## config.mk

```make
export PLATFORM = sky130hd
export DESIGN_NAME = sbad_bus_controller
export DESIGN_NICKNAME = d
export VERILOG_FILES = /design/src/common/sbad_pkg.sv /design/src/hw/sbad_bus_controller.sv
export VERILOG_INCLUDE_DIRS = /design/src /design/src/common
export SDC_FILE = /design/constraint.sdc
export NUM_CORES = 1
export LEC_CHECK = 0
export BUFFER_PORTS_ARGS = -buffer_cell sky130_fd_sc_hd__buf_2
export CORE_MARGIN = 5
export CORE_UTILIZATION = 53
export CTS_BUF_LIST = sky130_fd_sc_hd__clkbuf_4 sky130_fd_sc_hd__clkbuf_8 sky130_fd_sc_hd__clkbuf_16
export CTS_CLUSTER_DIAMETER = 50
export DETAILED_ROUTE_END_ITERATION = 10
export GPL_ROUTABILITY_DRIVEN = 1
export HOLD_SLACK_MARGIN = 0.05
export PLACE_DENSITY = 0.86
export SLEW_MARGIN = 20
export SYNTH_ARGS = -nofsm -noshare
export SYNTH_HDL_FRONTEND = slang
export SYNTH_SLANG_ARGS = --single-unit
```

## constraint.sdc

```tcl
create_clock -name i_clk -period 12.82 [get_ports i_clk]
set_input_delay 0.641 -clock i_clk [delete_from_list [all_inputs] [get_ports i_clk]]
set_output_delay 0.641 -clock i_clk [all_outputs]
set_load 0.03 [all_outputs]
```

## src/common/sbad_params.svh

```systemverilog
// Constants for the system bus arbiter and address decoder.
// Assumes a 32-bit byte address and four fixed master slots.
`ifndef SBAD_PARAMS_SVH
`define SBAD_PARAMS_SVH

`define SBAD_MASTERS 4
`define SBAD_PRIO_W 3
`define SBAD_RGN_INTERNAL 4'h0
`define SBAD_RGN_EXT_FIRST 4'h1
`define SBAD_RGN_EXT_LAST 4'h8
`define SBAD_RGN_PERIPH 4'hF
`define SBAD_AREA_BOOT 8'h00
`define SBAD_AREA_ROM 8'h01
`define SBAD_AREA_SRAM 8'h02
`define SBAD_AREA_USB 8'h03
`define SBAD_EXT0_BASE 32'h1000_0000
`define SBAD_AREA_MASK 32'h000F_FFFF
`define SBAD_ROM_MASK 32'h0001_FFFF
`define SBAD_SRAM_MASK 32'h0000_3FFF
`define SBAD_BOOT_ROM 1'b1
`define SBAD_RST_REMAP 1'b0

`endif

```

## src/common/sbad_pkg.sv

```systemverilog
// Types shared by the bus arbiter and decoder and its surroundings.
// Assumes sbad_params.svh supplies the numeric constants.
package sbad_pkg;

  typedef enum logic [1:0] {SBAD_BYTE, SBAD_HALF, SBAD_WORD} sbad_size_type;
  typedef enum logic [1:0] {SBAD_READ, SBAD_WRITE, SBAD_FETCH} sbad_kind_type;
  typedef enum logic [1:0] {SBAD_IDLE, SBAD_ACTIVE, SBAD_ABORT} sbad_phase_type;

  typedef struct packed {
    logic req;
    logic [31:0] addr;
    sbad_size_type size;
    sbad_kind_type kind;
  } sbad_req_type;

  typedef struct packed {
    logic rom;
    logic sram;
    logic usb;
    logic periph;
    logic [7:0] ext;
  } sbad_sel_type;

  typedef struct packed {
    logic [31:0] addr;
    sbad_size_type size;
    sbad_kind_type kind;
    logic undef;
    logic misal;
    logic [3:0] mst;
    logic [3:0] seen;
  } sbad_stat_type;

  typedef struct packed {
    sbad_phase_type phase;
    logic [3:0] grant;
    logic [31:0] addr;
    sbad_size_type size;
    sbad_kind_type kind;
    sbad_sel_type sel;
    logic abort;
    sbad_stat_type stat;
    logic remap;
    logic boot_rom;
    logic pin_meta;
    logic pin_sync;
  } sbad_state_type;

endpackage : sbad_pkg

```

## src/hw/sbad_bus_controller.sv

```systemverilog
// System bus controller: priority arbiter for four masters, address decoder,
// boot and remap mapping, misalignment check and abort capture.
// Assumes slaves pulse i_xfer_done when a selected transfer ends.
`timescale 1ns/1ns
`include "sbad_params.svh"

module sbad_bus_controller
  import sbad_pkg::*;
(
  // Clock and reset.
  input logic i_clk,
  input logic i_sys_rst,
  // Master requests, slot 0 first, and their priorities.
  input sbad_req_type [3:0] i_req,
  input logic [3:0][2:0] i_prio,
  // Slave side.
  input logic i_xfer_done,
  output logic [3:0] o_grant,
  output sbad_sel_type o_sel,
  output logic [31:0] o_slave_addr,
  output sbad_size_type o_size,
  output sbad_kind_type o_kind,
  output logic o_abort,
  // Control and status bits.
  input logic i_boot_select_pin,
  input logic i_remap_toggle_bit,
  input logic i_abort_status_read,
  output logic o_remapped,
  output logic o_boot_rom,
  output sbad_stat_type o_abort_status
);

  sbad_state_type st_reg;
  sbad_state_type st_next;
  sbad_req_type rq;
  sbad_sel_type dsel;
  logic [31:0] daddr;
  logic [1:0] win;
  logic [2:0] best;
  logic found;
  logic dundef;
  logic dmis;
  logic take;

  always_comb begin
    st_next = st_reg;
    win = 2'd0;
    best = 3'd0;
    found = 1'b0;
    dsel = '0;
    dundef = 1'b0;
    st_next.abort = 1'b0;
    st_next.pin_meta = i_boot_select_pin;
    st_next.pin_sync = st_reg.pin_meta;
    // Strict compare keeps the lower slot on a tie.
    for (int m = 0; m < `SBAD_MASTERS; m++) begin
      if (i_req[m].req && (!found || i_prio[m] > best)) begin
        found = 1'b1;
        best = i_prio[m];
        win = 2'(m);
      end
    end
    rq = i_req[win];
    daddr = rq.addr;
    if (rq.addr[31:28] == `SBAD_RGN_INTERNAL) begin
      if (rq.addr[27:20] == `SBAD_AREA_BOOT) begin
        if (st_reg.remap) begin
          dsel.sram = 1'b1;
        end else if (st_reg.boot_rom == `SBAD_BOOT_ROM) begin
          dsel.rom = 1'b1;
        end else begin
          dsel.ext[0] = 1'b1;
        end
      end else if (rq.addr[27:20] == `SBAD_AREA_ROM) begin
        dsel.rom = 1'b1;
      end else if (rq.addr[27:20] == `SBAD_AREA_SRAM) begin
        dsel.sram = 1'b1;
      end else if (rq.addr[27:20] == `SBAD_AREA_USB) begin
        dsel.usb = 1'b1;
      end else begin
        dundef = 1'b1;
      end
      if (dsel.rom) begin
        daddr = rq.addr & `SBAD_ROM_MASK;
      end else if (dsel.sram) begin
        daddr = rq.addr & `SBAD_SRAM_MASK;
      end else if (dsel.ext[0]) begin
        daddr = `SBAD_EXT0_BASE | (rq.addr & `SBAD_AREA_MASK);
      end else begin
        daddr = rq.addr & `SBAD_AREA_MASK;
      end
    end else if (rq.addr[31:28] >= `SBAD_RGN_EXT_FIRST && rq.addr[31:28] <= `SBAD_RGN_EXT_LAST) begin
      dsel.ext[3'(rq.addr[31:28] - `SBAD_RGN_EXT_FIRST)] = 1'b1;
    end else if (rq.addr[31:28] == `SBAD_RGN_PERIPH) begin
      dsel.periph = 1'b1;
    end else begin
      dundef = 1'b1;
    end
    // Only processor fetches skip the check; byte lanes are little-endian.
    dmis = !(rq.kind == SBAD_FETCH && win == 2'd0) &&
           ((rq.size == SBAD_WORD && rq.addr[1:0] != 2'b00) ||
            (rq.size == SBAD_HALF && rq.addr[0]));
    take = (st_reg.phase == SBAD_IDLE) && found;
    if (i_remap_toggle_bit) begin
      st_next.remap = !st_reg.remap;
    end
    if (i_abort_status_read) begin
      st_next.stat.seen = 4'h0;
    end
    case (st_reg.phase)
      SBAD_IDLE: begin
        if (found) begin
          st_next.grant = 4'h1 << win;
          st_next.addr = daddr;
          st_next.size = rq.size;
          st_next.kind = rq.kind;
          if (dundef || dmis) begin
            st_next.phase = SBAD_ABORT;
            st_next.sel = '0;
            st_next.abort = 1'b1;
            // A new abort sets the seen bit of the previous source even on a read,
            // and the current source stays out of seen because mst already shows it.
            st_next.stat.seen = (st_next.stat.seen | st_reg.stat.mst) & ~(4'h1 << win);
            st_next.stat.mst = 4'h1 << win;
            st_next.stat.addr = rq.addr;
            st_next.stat.size = rq.size;
            st_next.stat.kind = rq.kind;
            st_next.stat.undef = dundef;
            st_next.stat.misal = dmis;
          end else begin
            st_next.phase = SBAD_ACTIVE;
            st_next.sel = dsel;
          end
        end
      end
      SBAD_ACTIVE: begin
        if (i_xfer_done) begin
          st_next.phase = SBAD_IDLE;
          st_next.grant = 4'h0;
          st_next.sel = '0;
        end
      end
      SBAD_ABORT: begin
        st_next.phase = SBAD_IDLE;
        st_next.grant = 4'h0;
      end
      default: begin
        st_next.phase = SBAD_IDLE;
      end
    endcase
    if (i_sys_rst) begin
      st_next = '0;
      st_next.phase = SBAD_IDLE;
      st_next.remap = `SBAD_RST_REMAP;
      st_next.pin_meta = i_boot_select_pin;
      st_next.pin_sync = st_reg.pin_meta;
      // The synchronised pin level tracks the last cycles of reset.
      st_next.boot_rom = st_reg.pin_sync;
    end
  end

  always_ff @(posedge i_clk) begin
    st_reg <= st_next;
  end

  assign o_grant = st_reg.grant;
  assign o_sel = st_reg.sel;
  assign o_slave_addr = st_reg.addr;
  assign o_size = st_reg.size;
  assign o_kind = st_reg.kind;
  assign o_abort = st_reg.abort;
  assign o_remapped = st_reg.remap;
  assign o_boot_rom = st_reg.boot_rom;
  assign o_abort_status = st_reg.stat;

  property p_high_first;
    @(posedge i_clk) disable iff (i_sys_rst)
    st_reg.phase == SBAD_IDLE && i_req[3].req && i_req[0].req && i_prio[3] > i_prio[0]
    |=> !st_reg.grant[0];
  endproperty
  a_high_first: assert property (p_high_first) else $error("lower priority won");

  property p_tie_order;
    @(posedge i_clk) disable iff (i_sys_rst)
    st_reg.phase == SBAD_IDLE && i_req[0].req && i_req[1].req && i_prio[0] >= i_prio[1]
    |=> !st_reg.grant[1];
  endproperty
  a_tie_order: assert property (p_tie_order) else $error("tie order broken");

  property p_hold;
    @(posedge i_clk) disable iff (i_sys_rst)
    st_reg.phase == SBAD_ACTIVE && !i_xfer_done |=> $stable(st_reg.grant) && o_grant != 4'h0;
  endproperty
  a_hold: assert property (p_hold) else $error("grant moved mid transfer");

  property p_undef_rgn;
    @(posedge i_clk) disable iff (i_sys_rst)
    take && rq.addr[31:28] inside {[4'h9:4'hE]} |=> o_abort && o_sel == '0 ##1 !o_abort;
  endproperty
  a_undef_rgn: assert property (p_undef_rgn) else $error("undefined region no abort");

  property p_int_hole;
    @(posedge i_clk) disable iff (i_sys_rst)
    take && rq.addr[31:28] == 4'h0 && rq.addr[27:20] > 8'h03 |=> o_abort_status.undef && o_abort;
  endproperty
  a_int_hole: assert property (p_int_hole) else $error("internal hole no abort");

  property p_boot_area;
    @(posedge i_clk) disable iff (i_sys_rst)
    take && rq.addr[31:20] == 12'h000 && !st_reg.remap && st_reg.boot_rom && !dmis |=> o_sel.rom;
  endproperty
  a_boot_area: assert property (p_boot_area) else $error("area 0 not boot rom");

  property p_remap_area;
    @(posedge i_clk) disable iff (i_sys_rst)
    take && rq.addr[31:20] == 12'h000 && st_reg.remap && !dmis |=> o_sel.sram && !o_sel.rom;
  endproperty
  a_remap_area: assert property (p_remap_area) else $error("remap not to sram");

  property p_misal;
    @(posedge i_clk) disable iff (i_sys_rst)
    take && rq.kind == SBAD_WRITE && rq.size == SBAD_WORD && rq.addr[1:0] != 2'b00
    |=> o_abort && o_abort_status.misal;
  endproperty
  a_misal: assert property (p_misal) else $error("misaligned word not aborted");

  property p_abort_src;
    @(posedge i_clk) disable iff (i_sys_rst)
    o_abort |-> o_abort_status.mst == o_grant && o_abort_status.addr[1:0] == $past(rq.addr[1:0]);
  endproperty
  a_abort_src: assert property (p_abort_src) else $error("abort source wrong");

  property p_toggle;
    @(posedge i_clk) disable iff (i_sys_rst)
    i_remap_toggle_bit |=> o_remapped != $past(o_remapped);
  endproperty
  a_toggle: assert property (p_toggle) else $error("remap did not toggle");

  property p_ext_cs;
    @(posedge i_clk) disable iff (i_sys_rst)
    take && rq.addr[31:28] == 4'h1 && !dmis |=> o_sel.ext == 8'h01;
  endproperty
  a_ext_cs: assert property (p_ext_cs) else $error("chip select zero missed");

  property p_alias;
    @(posedge i_clk) disable iff (i_sys_rst)
    o_sel.rom |-> o_slave_addr[31:17] == 15'h0000;
  endproperty
  a_alias: assert property (p_alias) else $error("rom address not aliased");

  // A processor fetch inside the mapped internal areas never aborts on alignment.
  property p_fetch_exempt;
    @(posedge i_clk) disable iff (i_sys_rst)
    take && win == 2'd0 && rq.kind == SBAD_FETCH && rq.addr[31:22] == 10'h000 |=> !o_abort;
  endproperty
  a_fetch_exempt: assert property (p_fetch_exempt) else $error("fetch was aborted");

  // The captured boot choice only moves while reset is applied.
  property p_boot_latch;
    @(posedge i_clk) disable iff (i_sys_rst)
    1'b1 |=> $stable(o_boot_rom);
  endproperty
  a_boot_latch: assert property (p_boot_latch) else $error("boot choice moved");

  property p_cov_abort;
    @(posedge i_clk) disable iff (i_sys_rst)
    o_abort ##1 take;
  endproperty
  c_cov_abort: cover property (p_cov_abort);

  property p_cov_contend;
    @(posedge i_clk) disable iff (i_sys_rst)
    take && i_req[2].req && i_req[3].req;
  endproperty
  c_cov_contend: cover property (p_cov_contend);

  property p_cov_remap;
    @(posedge i_clk) disable iff (i_sys_rst)
    o_remapped && o_sel.sram;
  endproperty
  c_cov_remap: cover property (p_cov_remap);

  property p_cov_tie;
    @(posedge i_clk) disable iff (i_sys_rst)
    take && i_req[0].req && i_req[1].req && i_prio[0] == i_prio[1];
  endproperty
  c_cov_tie: cover property (p_cov_tie);

endmodule : sbad_bus_controller

```

Word-level counts from Yosys, hierarchy flattened
Cells that the tools add are included.
W data, S select, Z words.
Cells by class
  add/sub/neg operators: 1
  magnitude comparators: 8
  mux-type cells: 57
  bitwise operators: 5
  equal/unequal tests: 11
  reductions and logical operators: 32
  shifts and indexed selects: 1
Operators with widths (count)
  $mux W101: 1
  $mux W29: 3
  $bmux W37 S2: 1
  $mux W47: 1
  $mux W36: 1
  $mux W32: 1
  $mux W1: 28
  $mux W12: 2
  $pmux W12 S2: 1
  $eq A8 B2 Y1 const B: 2
  $mux W8: 2
  $mux W2: 6
  $mux W3: 4
  $pmux W4 S3: 1
  $gt A3 B3 Y1: 3
  $logic_and A1 B1 Y1: 9
  $reduce_and A3 Y1: 3
  $eq A8 B1 Y1 const B: 1
  $logic_not A8 Y1: 1
  $mux W4: 2
  $eq A2 B2 Y1 const B: 3
  $mux W6: 1
  $logic_not A1 Y1: 5
  $logic_or A1 B1 Y1: 5
  22 further kinds: 28
Word-level totals
  word-level logic and storage cells: 137
  flip-flop bits (word level): 105
  output and inout bits: 101
  input port bits: 166

Logic depth before layout (Yosys ltp)
Gate-level depths: netlist (run 1).
  word-level depth: 26
  gate-level depth with buffers: 36
  depth with buffers taken out: 28

Least setup slack after synthesis (run 1)
OpenSTA, ideal clock, no wires.
  path type: input to register
  start point: in i_req[36] in the netlist's numbering
  end point: reg st_reg (netlist bit o_abort_status[20])
  setup slack: 5.186 ns
  arrival: 7.576 ns
  data required time: 12.762 ns
  buffers on the path: 8
  setup time: 0.058 ns
  stages: 34
  path through: buf_6 clkbuf_1 nand2_1 ha_1 nand3b_1 clkbuf_1 a21o_1 a21oi_2 clkbuf_1 nor2_1 a21oi_1 ha_1 and3b_1 o211a_1 nor2_1 mux2_2 ha_1 and3b_1 o211ai_2 and3_4 buf_6 buf_2 clkbuf_1 and2_1 a22o_1 inv_1 ha_1 o211ai_1 a211o_1 o211ai_1 o211ai_2 nor3_1 buf_2 o22a_1
RTL lines
  from (decl): line sbad_bus_controller.sv:14  | input sbad_req_type [3:0] i_req,
  to (signal assigned): line sbad_bus_controller.sv:163  | st_reg <= st_next;
  to (decl): line sbad_bus_controller.sv:33  | sbad_state_type st_reg;

==> flow_summary_export.csv, run 1 <==
group,metric,value,unit
synth,ys_seq_area_share,31.9,%
global_route,use_met3,6.82,%
final_layout,largest_register_ffs,46,
synth,synth_fa_ha_area_share,2.83,%
synth,netlist_instances,783,
synth,synth-simple-area-share,14.4,%
pwr,powerDensity,230,nW/µm²
route,dr_total_vias,6676,
synth,yosys.area.top_type_share,31.4,%
sta,setup_tns,0,ns
route,drt-pass1-iter-count,7,
synth,synth_top_area_cell,"dfxtp_1",
clock_tree,cts_tree,"done",
final_layout,syn2layout_area_growth,13.5,%
clock_tree,clkTransAtPathRegs,0.07,ns
floorplan,core_region_area,12100,µm²
floorplan,ios,267,
synth,synth-compound-area-share,31.5,%
route,drt_wl_total,22900,µm
run_status,status,"completed",
clock_tree,root_buffer,"clkbuf_16",
clock_tree,hold_buffers,0,
worst_setup_path,worstSetupEndpointType,"flip-flop",
sta,setup_viol,0,
route,drc_errors,0,
global_route,grt_pass1_vias,6300,
worst_setup_path,critical_path_class,"primary input to flip-flop",
sta,period_minus_slack,8.91,ns
floorplan,die-height,122,µm
sta,max_freq,0.112,GHz
synth,async_flop_share,0,%
pwr,ir_drop,131,µV
placement,gp_congestion,0.950,
synth,synth_ff_type,"dfxtp_1",
global_route,grt_overflow_total,0,
global_route,grt_use_met1,36.4,%
final_layout,nNetsFinal,1091,
synth,synthMuxAreaShare,2.70,%
final_layout,postLayoutCoreUtil,62.1,%
sta,finalHoldViolCount,0,
synth,synth_xor_xnor_area_share,0.265,%
final_layout,final_layout_size_suffix_gt1_share,34.7,%
synth,ys_seq_elements,105,
synth,synth_area,6620,µm²
global_route,grt-busiest-layer,"met2",
placement,portBuffers,266,
pwr,power_leakage,3.50,nW
clock_tree,cts_setup_buffers,0,
global_route,grt_pass1_wl,34400,µm
route,via_per_inst,6.16,
placement,hpwl,17800,µm
route,post_drt_wl_per_cell,21.2,µm
global_route,grt_start_max_net_pins,67,
clock_tree,cts_resized,0,
route,drtIter0Drc,709,
synth,ys_types,65,
worst_hold_path,hold_class,"flip-flop to flip-flop",
synth,synth_top_family_by_area,"compound AO/OA/AOI/OAI gates",
global_route,grt_usage,29.8,%
synth,syn_area_per_cell,8.46,µm²
synth,yosys_warnings,0,
synth,synthTopCellsByArea,"dfxtp_1 31%, buf_4 11%, a21oi_1 4.0%",
worst_setup_path,critPathLaunchType,"primary input",
worst_setup_path,crit_path_max_fanout,35,
final_layout,fillers,1123,
floorplan,initial_core_util,54.7,%
flow_run,cap_violations,0,
clock_tree,cts_buffers,9,
floorplan,dieArea,14800,µm²
clock_tree,cts_buffer_depth,2,
placement,preCtsSetupSlack,3.69,ns
sta,fin_crit_sh,69.5,%
sta,fin_skew,0.0108,ns
sta,tightest_slew,1.08,ns
route,ant_nets,0,
sta,rsz0062_at_grt,"false",
synth,synth_nets,964,
floorplan,die_w,122,µm
final_layout,seqCellArea,2110,µm²
clock_tree,clock_sinks,105,
sta,setup_slack,3.91,ns
final_layout,final_cell_count_no_fill,1083,
global_route,antenna_found_initial,2,
worst_setup_path,worstPathRequired,13.00,ns
global_route,grt.met2_usage,50.1,%
sta,slew_violations,0,
synth,synth-edff-count,1,
floorplan,placementRows,40,
clock_tree,cts_max_level,3,
final_layout,multi_input_area,3450,µm²
worst_setup_path,crit_arrival,9.10,ns
sta,slew_headroom,28.0,%
placement,place_inst,1067,
clock_tree,worstSkewPairLatency,0.35,ns
## per-layer routing
layer | wire length, µm | up-vias
met5 | 7 | -
met4 | 1220 | 2
met3 | 2100 | 88
met2 | 10900 | 424
met1 | 8730 | 3082
li1 | - | 3080
## cell type report
class | count | share of cell area, %
clock buffers | 9 | 3.00
clock inverters | 6 | 0.682
well taps | 168 | 2.80
repair buffers | 274 | 18.5
diodes | 1 | 0.0333
inverters | 21 | 1.05
flip-flops and latches | 105 | 28.1
multi-input cells | 499 | 45.9
## synth_stat cells (all sizes together) (3+ instances only)
library cell  count
buf             118
nand2            56
o211a            12
o32ai             4
nor4              6
mux2              7
nor2             34
dfxtp           104
inv              21
a22oi            18
a21boi           10
o311ai            3
a21o              3
a211oi           22
a21oi            57
o21a             15
o21ai            19
a32o              4
ha               15
and2             16
a221oi           11
o211ai           31
a221o            12
nor3              9
nor2b             5
and3              4
a222oi           19
nand2b           10
o22a             13
mux2i            10
a22o              6
or4               3
o31ai             3
nand3            41
a2bb2oi           4
clkbuf           40
## through the flow
step                      total power (W)  hold WS, ns  area [µm²]
after CTS                         0.00173        0.330        7520
final                             0.00173        0.329        7520
after global placement            0.00145        0.329        7240
after detailed placement          0.00146        0.314        7240
after floorplan                   0.00132        0.310        6620
after global routing              0.00183        0.354        7520
## power breakdown
group / internal (W) / leakage [nW] / total [W] / switching (W)
Sequential: 0.000439 / 0.867 / 0.000500 / 0.0000611
Clock: 0.000134 / 0.138 / 0.000265 / 0.000131
Combinational: 0.000299 / 2.50 / 0.000966 / 0.000667
## critical path, cell delays in order
cell and delay [ns]:
buf_2 0.30, nand2_1 0.13, ha_1 0.36, nand3b_1 0.41, a21o_1 0.32, a21oi_2 0.67, nor2_1 0.11, a21oi_1 0.22
ha_1 0.28, and3b_1 0.21, o211a_1 0.27, nor2_1 0.30, o21ai_0 0.13, ha_1 0.32, and3b_1 0.23, o211ai_2 0.49
and3_4 0.48, and2_1 0.59, a22o_1 0.35, inv_1 0.09, ha_1 0.29, o211ai_1 0.12, a211o_1 0.15, o211ai_1 0.13
o211a_1 0.34, a21oi_4 0.91, a221oi_1 0.22
## cell usage in the layout (no fill, tap or decap), types with 7 or more instances in the layout
| cell | n |
|---|---|
| a222oi_1 | 19 |
| a22oi_1 | 18 |
| a221oi_1 | 9 |
| nand2_1 | 56 |
| nor3_1 | 8 |
| nand3_1 | 40 |
| o22a_1 | 13 |
| o21a_1 | 15 |
| buf_4 | 8 |
| o211ai_1 | 28 |
| inv_1 | 20 |
| o211a_1 | 12 |
| a21oi_1 | 53 |
| a211oi_1 | 22 |
| ha_1 | 15 |
| o21ai_0 | 18 |
| nand2b_1 | 9 |
| mux2i_1 | 10 |
| buf_2 | 266 |
| mux2_2 | 7 |
| dfxtp_1 | 104 |
| a21boi_0 | 10 |
| and2_1 | 15 |
| nor2_1 | 34 |
| a221o_1 | 12 |
| clkbuf_16 | 9 |
## cell families after synthesis
kind of cell    count (synthesis)
buf+inv                       179
compound gates                272
xor+xnor                        2
fa+ha+maj                      15
simple gates                  193
mux                            17
flops                         105
## path summary, 6_finish.rpt
path | startpoint | end | slack [ns] | cells after the start
min reg2reg | st_reg[1]$_DFF_P_ | st_reg[0]$_DFF_P_ | 0.33 | 0
max reg2reg | st_reg[104]$_SDFFE_PP0P_ | o_sel[3]$_SDFFE_PP0P_ | 10.12 | 8
max | i_req[36] | o_abort_status[0]$_SDFF_PP0_ | 3.91 | 27
min | st_reg[1]$_DFF_P_ | st_reg[0]$_DFF_P_ | 0.33 | 0
No activity file was read; power rests on OpenSTA's default activity.
==> inputs of run 2 (changes only) <==
- CORE_UTILIZATION: 53 -> 45
- PLACE_DENSITY: 0.86 -> 0.77
- clock period: 12.82 -> 7.85 ns (I/O delays scaled with it)
==> run 2 against run 1 <==
Compared with the run above: clock power increased by 78%; total power increased by 68%; via count increased by 0.16%; count of clock-buffer cells in the layout increased by 4; non-clock buffer count increased by 12; final cell count increased by 2.8%; wire length increased by 2.9%; combinational power increased by 69%; critical path type unchanged; largest power group unchanged; highest routed layer is now met4.
==> flow_summary_export.csv, run 2 (synthesis results as in run 1) <==
group,metric,value,unit
run_status,status,"completed",
final_layout,syn2layout_area_growth,16.2,%
worst_setup_path,critPathSlowestCell,"a21oi_4",
clock_tree,clkTransAtPathRegs,0.06,ns
final_layout,final_layout_size_suffix_gt1_share,35.8,%
sta,slew_headroom,38.6,%
clock_tree,cts_resized,0,
final_layout,final_cell_count_no_fill,1113,
floorplan,die-height,131,µm
pwr,power_leakage,3.58,nW
global_route,grt_overflow_total,0,
pwr,ir_drop,201,µV
global_route,antenna_found_initial,1,
floorplan,die_w,131,µm
final_layout,final_common_cell,"buf_2",
worst_hold_path,min_path_cells,1,
final_layout,final_cell_mix,"266 x buf_2, 104 x dfxtp_1, 56 x nand2_1, 53 x a21oi_1, 40 x nand3_1",
placement,portBuffers,266,
global_route,grt_usage,25.6,%
sta,fin_crit_sh,91.0,%
clock_tree,hold_buffers,0,
worst_setup_path,max_stage_delay,0.50,ns
floorplan,core_region_area,14500,µm²
worst_setup_path,crit_path_max_fanout,18,
final_layout,nNetsFinal,1104,
clock_tree,worstSkewPairLatency,0.34,ns
clock_tree,cts_max_level,3,
clock_tree,clock_sinks,105,
clock_tree,cts_buffers,9,
worst_setup_path,worstSetupEndpointType,"flip-flop",
route,drtIter0Drc,523,
worst_setup_path,critical_path_class,"primary input to flip-flop",
placement,place_inst,1095,
sta,slew_violations,0,
placement,hpwl,18100,µm
floorplan,ios,267,
flow_run,cap_violations,0,
worst_hold_path,hold_class,"primary input to flip-flop",
sta,setup_tns,0,ns
sta,fin_skew,0.00610,ns
route,dr_total_vias,6687,
floorplan,initial_core_util,45.7,%
floorplan,placementRows,44,
placement,gp_congestion,0.935,
clock_tree,cts_setup_buffers,0,
route,via_per_inst,6.01,
route,drt_wl_total,23600,µm
final_layout,largest_register_ffs,46,
sta,tightest_slew,0.920,ns
clock_tree,cts_tree,"done",
global_route,grt_pass1_vias,6470,
worst_setup_path,cp_common_cell,"ha_1",
route,ant_nets,0,
worst_setup_path,critPathLaunchType,"primary input",
floorplan,dieArea,17200,µm²
sta,period_minus_slack,7.14,ns
global_route,grt_start_max_net_pins,67,
route,drt-pass1-iter-count,8,
worst_setup_path,reg2reg_depth,6,
final_layout,postLayoutCoreUtil,53.2,%
route,drc_errors,0,
sta,setup_viol,0,
sta,finalHoldViolCount,0,
worst_setup_path,crit_arrival,7.38,ns
global_route,grt_pass1_wl,36000,µm
clock_tree,root_buffer,"clkbuf_16",
pwr,powerDensity,379,nW/µm²
sta,max_freq,0.140,GHz
worst_setup_path,worstPathRequired,8.09,ns
route,post_drt_wl_per_cell,21.2,µm
sta,hold_ws,0.154,ns
sta,rsz0062_at_grt,"false",
clock_tree,cts_buffer_depth,2,
[run 2: worst max-delay path, delay by kind of cell]
| family | cells | cell delay, ns |
|---|---|---|
| buffers and inverters | 1 | 0.21 |
| AND/OR/NAND/NOR | 7 | 1.42 |
| adder cells (fa/ha/maj) | 4 | 1.33 |
| AO/OA/AOI/OAI | 14 | 4.02 |
[run 2: path summary, 6_finish.rpt]
check                           start                           end  slack [ns]
min                 i_boot_select_pin             st_reg[1]$_DFF_P_        0.15
max reg2reg  st_reg[104]$_SDFFE_PP0P_  o_abort_status[0]$_SDFF_PP0_        5.27
max                         i_req[36]  o_abort_status[0]$_SDFF_PP0_        0.71
min reg2reg         st_reg[1]$_DFF_P_             st_reg[0]$_DFF_P_        0.33
[run 2: power breakdown]
group          switching, W  internal, W  total [W]
clock              0.000198     0.000274   0.000471
sequential        0.0000927     0.000717   0.000809
combinational       0.00112     0.000510    0.00163
[run 2: per-stage QoR]
step                power (W)  setup WS (ns)  instance area, µm²
floorplan             0.00215          0.465                6620
global placement      0.00240         0.0403                7350
detailed placement    0.00242         -0.337                7350
CTS                   0.00289         0.0132                7660
global route          0.00309          0.135                7700
finish                0.00291          0.709                7700
[run 2: routing by layer]
| metal | GRT usage, % | vias up | share of wire [%] |
|---|---|---|---|
| met1 | 30.6 | 3141 | 39 |
| met2 | 42.5 | 358 | 47 |
| met3 | 8.18 | 78 | 9.3 |
| li1 | - | 3110 | - |
| met4 | 10.9 | 0 | 4.5 |
| met5 | 0 | - | 0 |
[run 2: layout make-up]
| type | instances | area, µm² |
|---|---|---|
| diodes | 1 | 2.50 |
| clock buffers | 13 | 268 |
| clock inverters | 3 | 47.5 |
| fillers | 1390 | 6780 |
| inverters | 21 | 78.8 |
| multi-input cells | 500 | 3480 |
| flip-flops and latches | 105 | 2110 |
| well taps | 184 | 230 |
| repair buffers | 286 | 1480 |
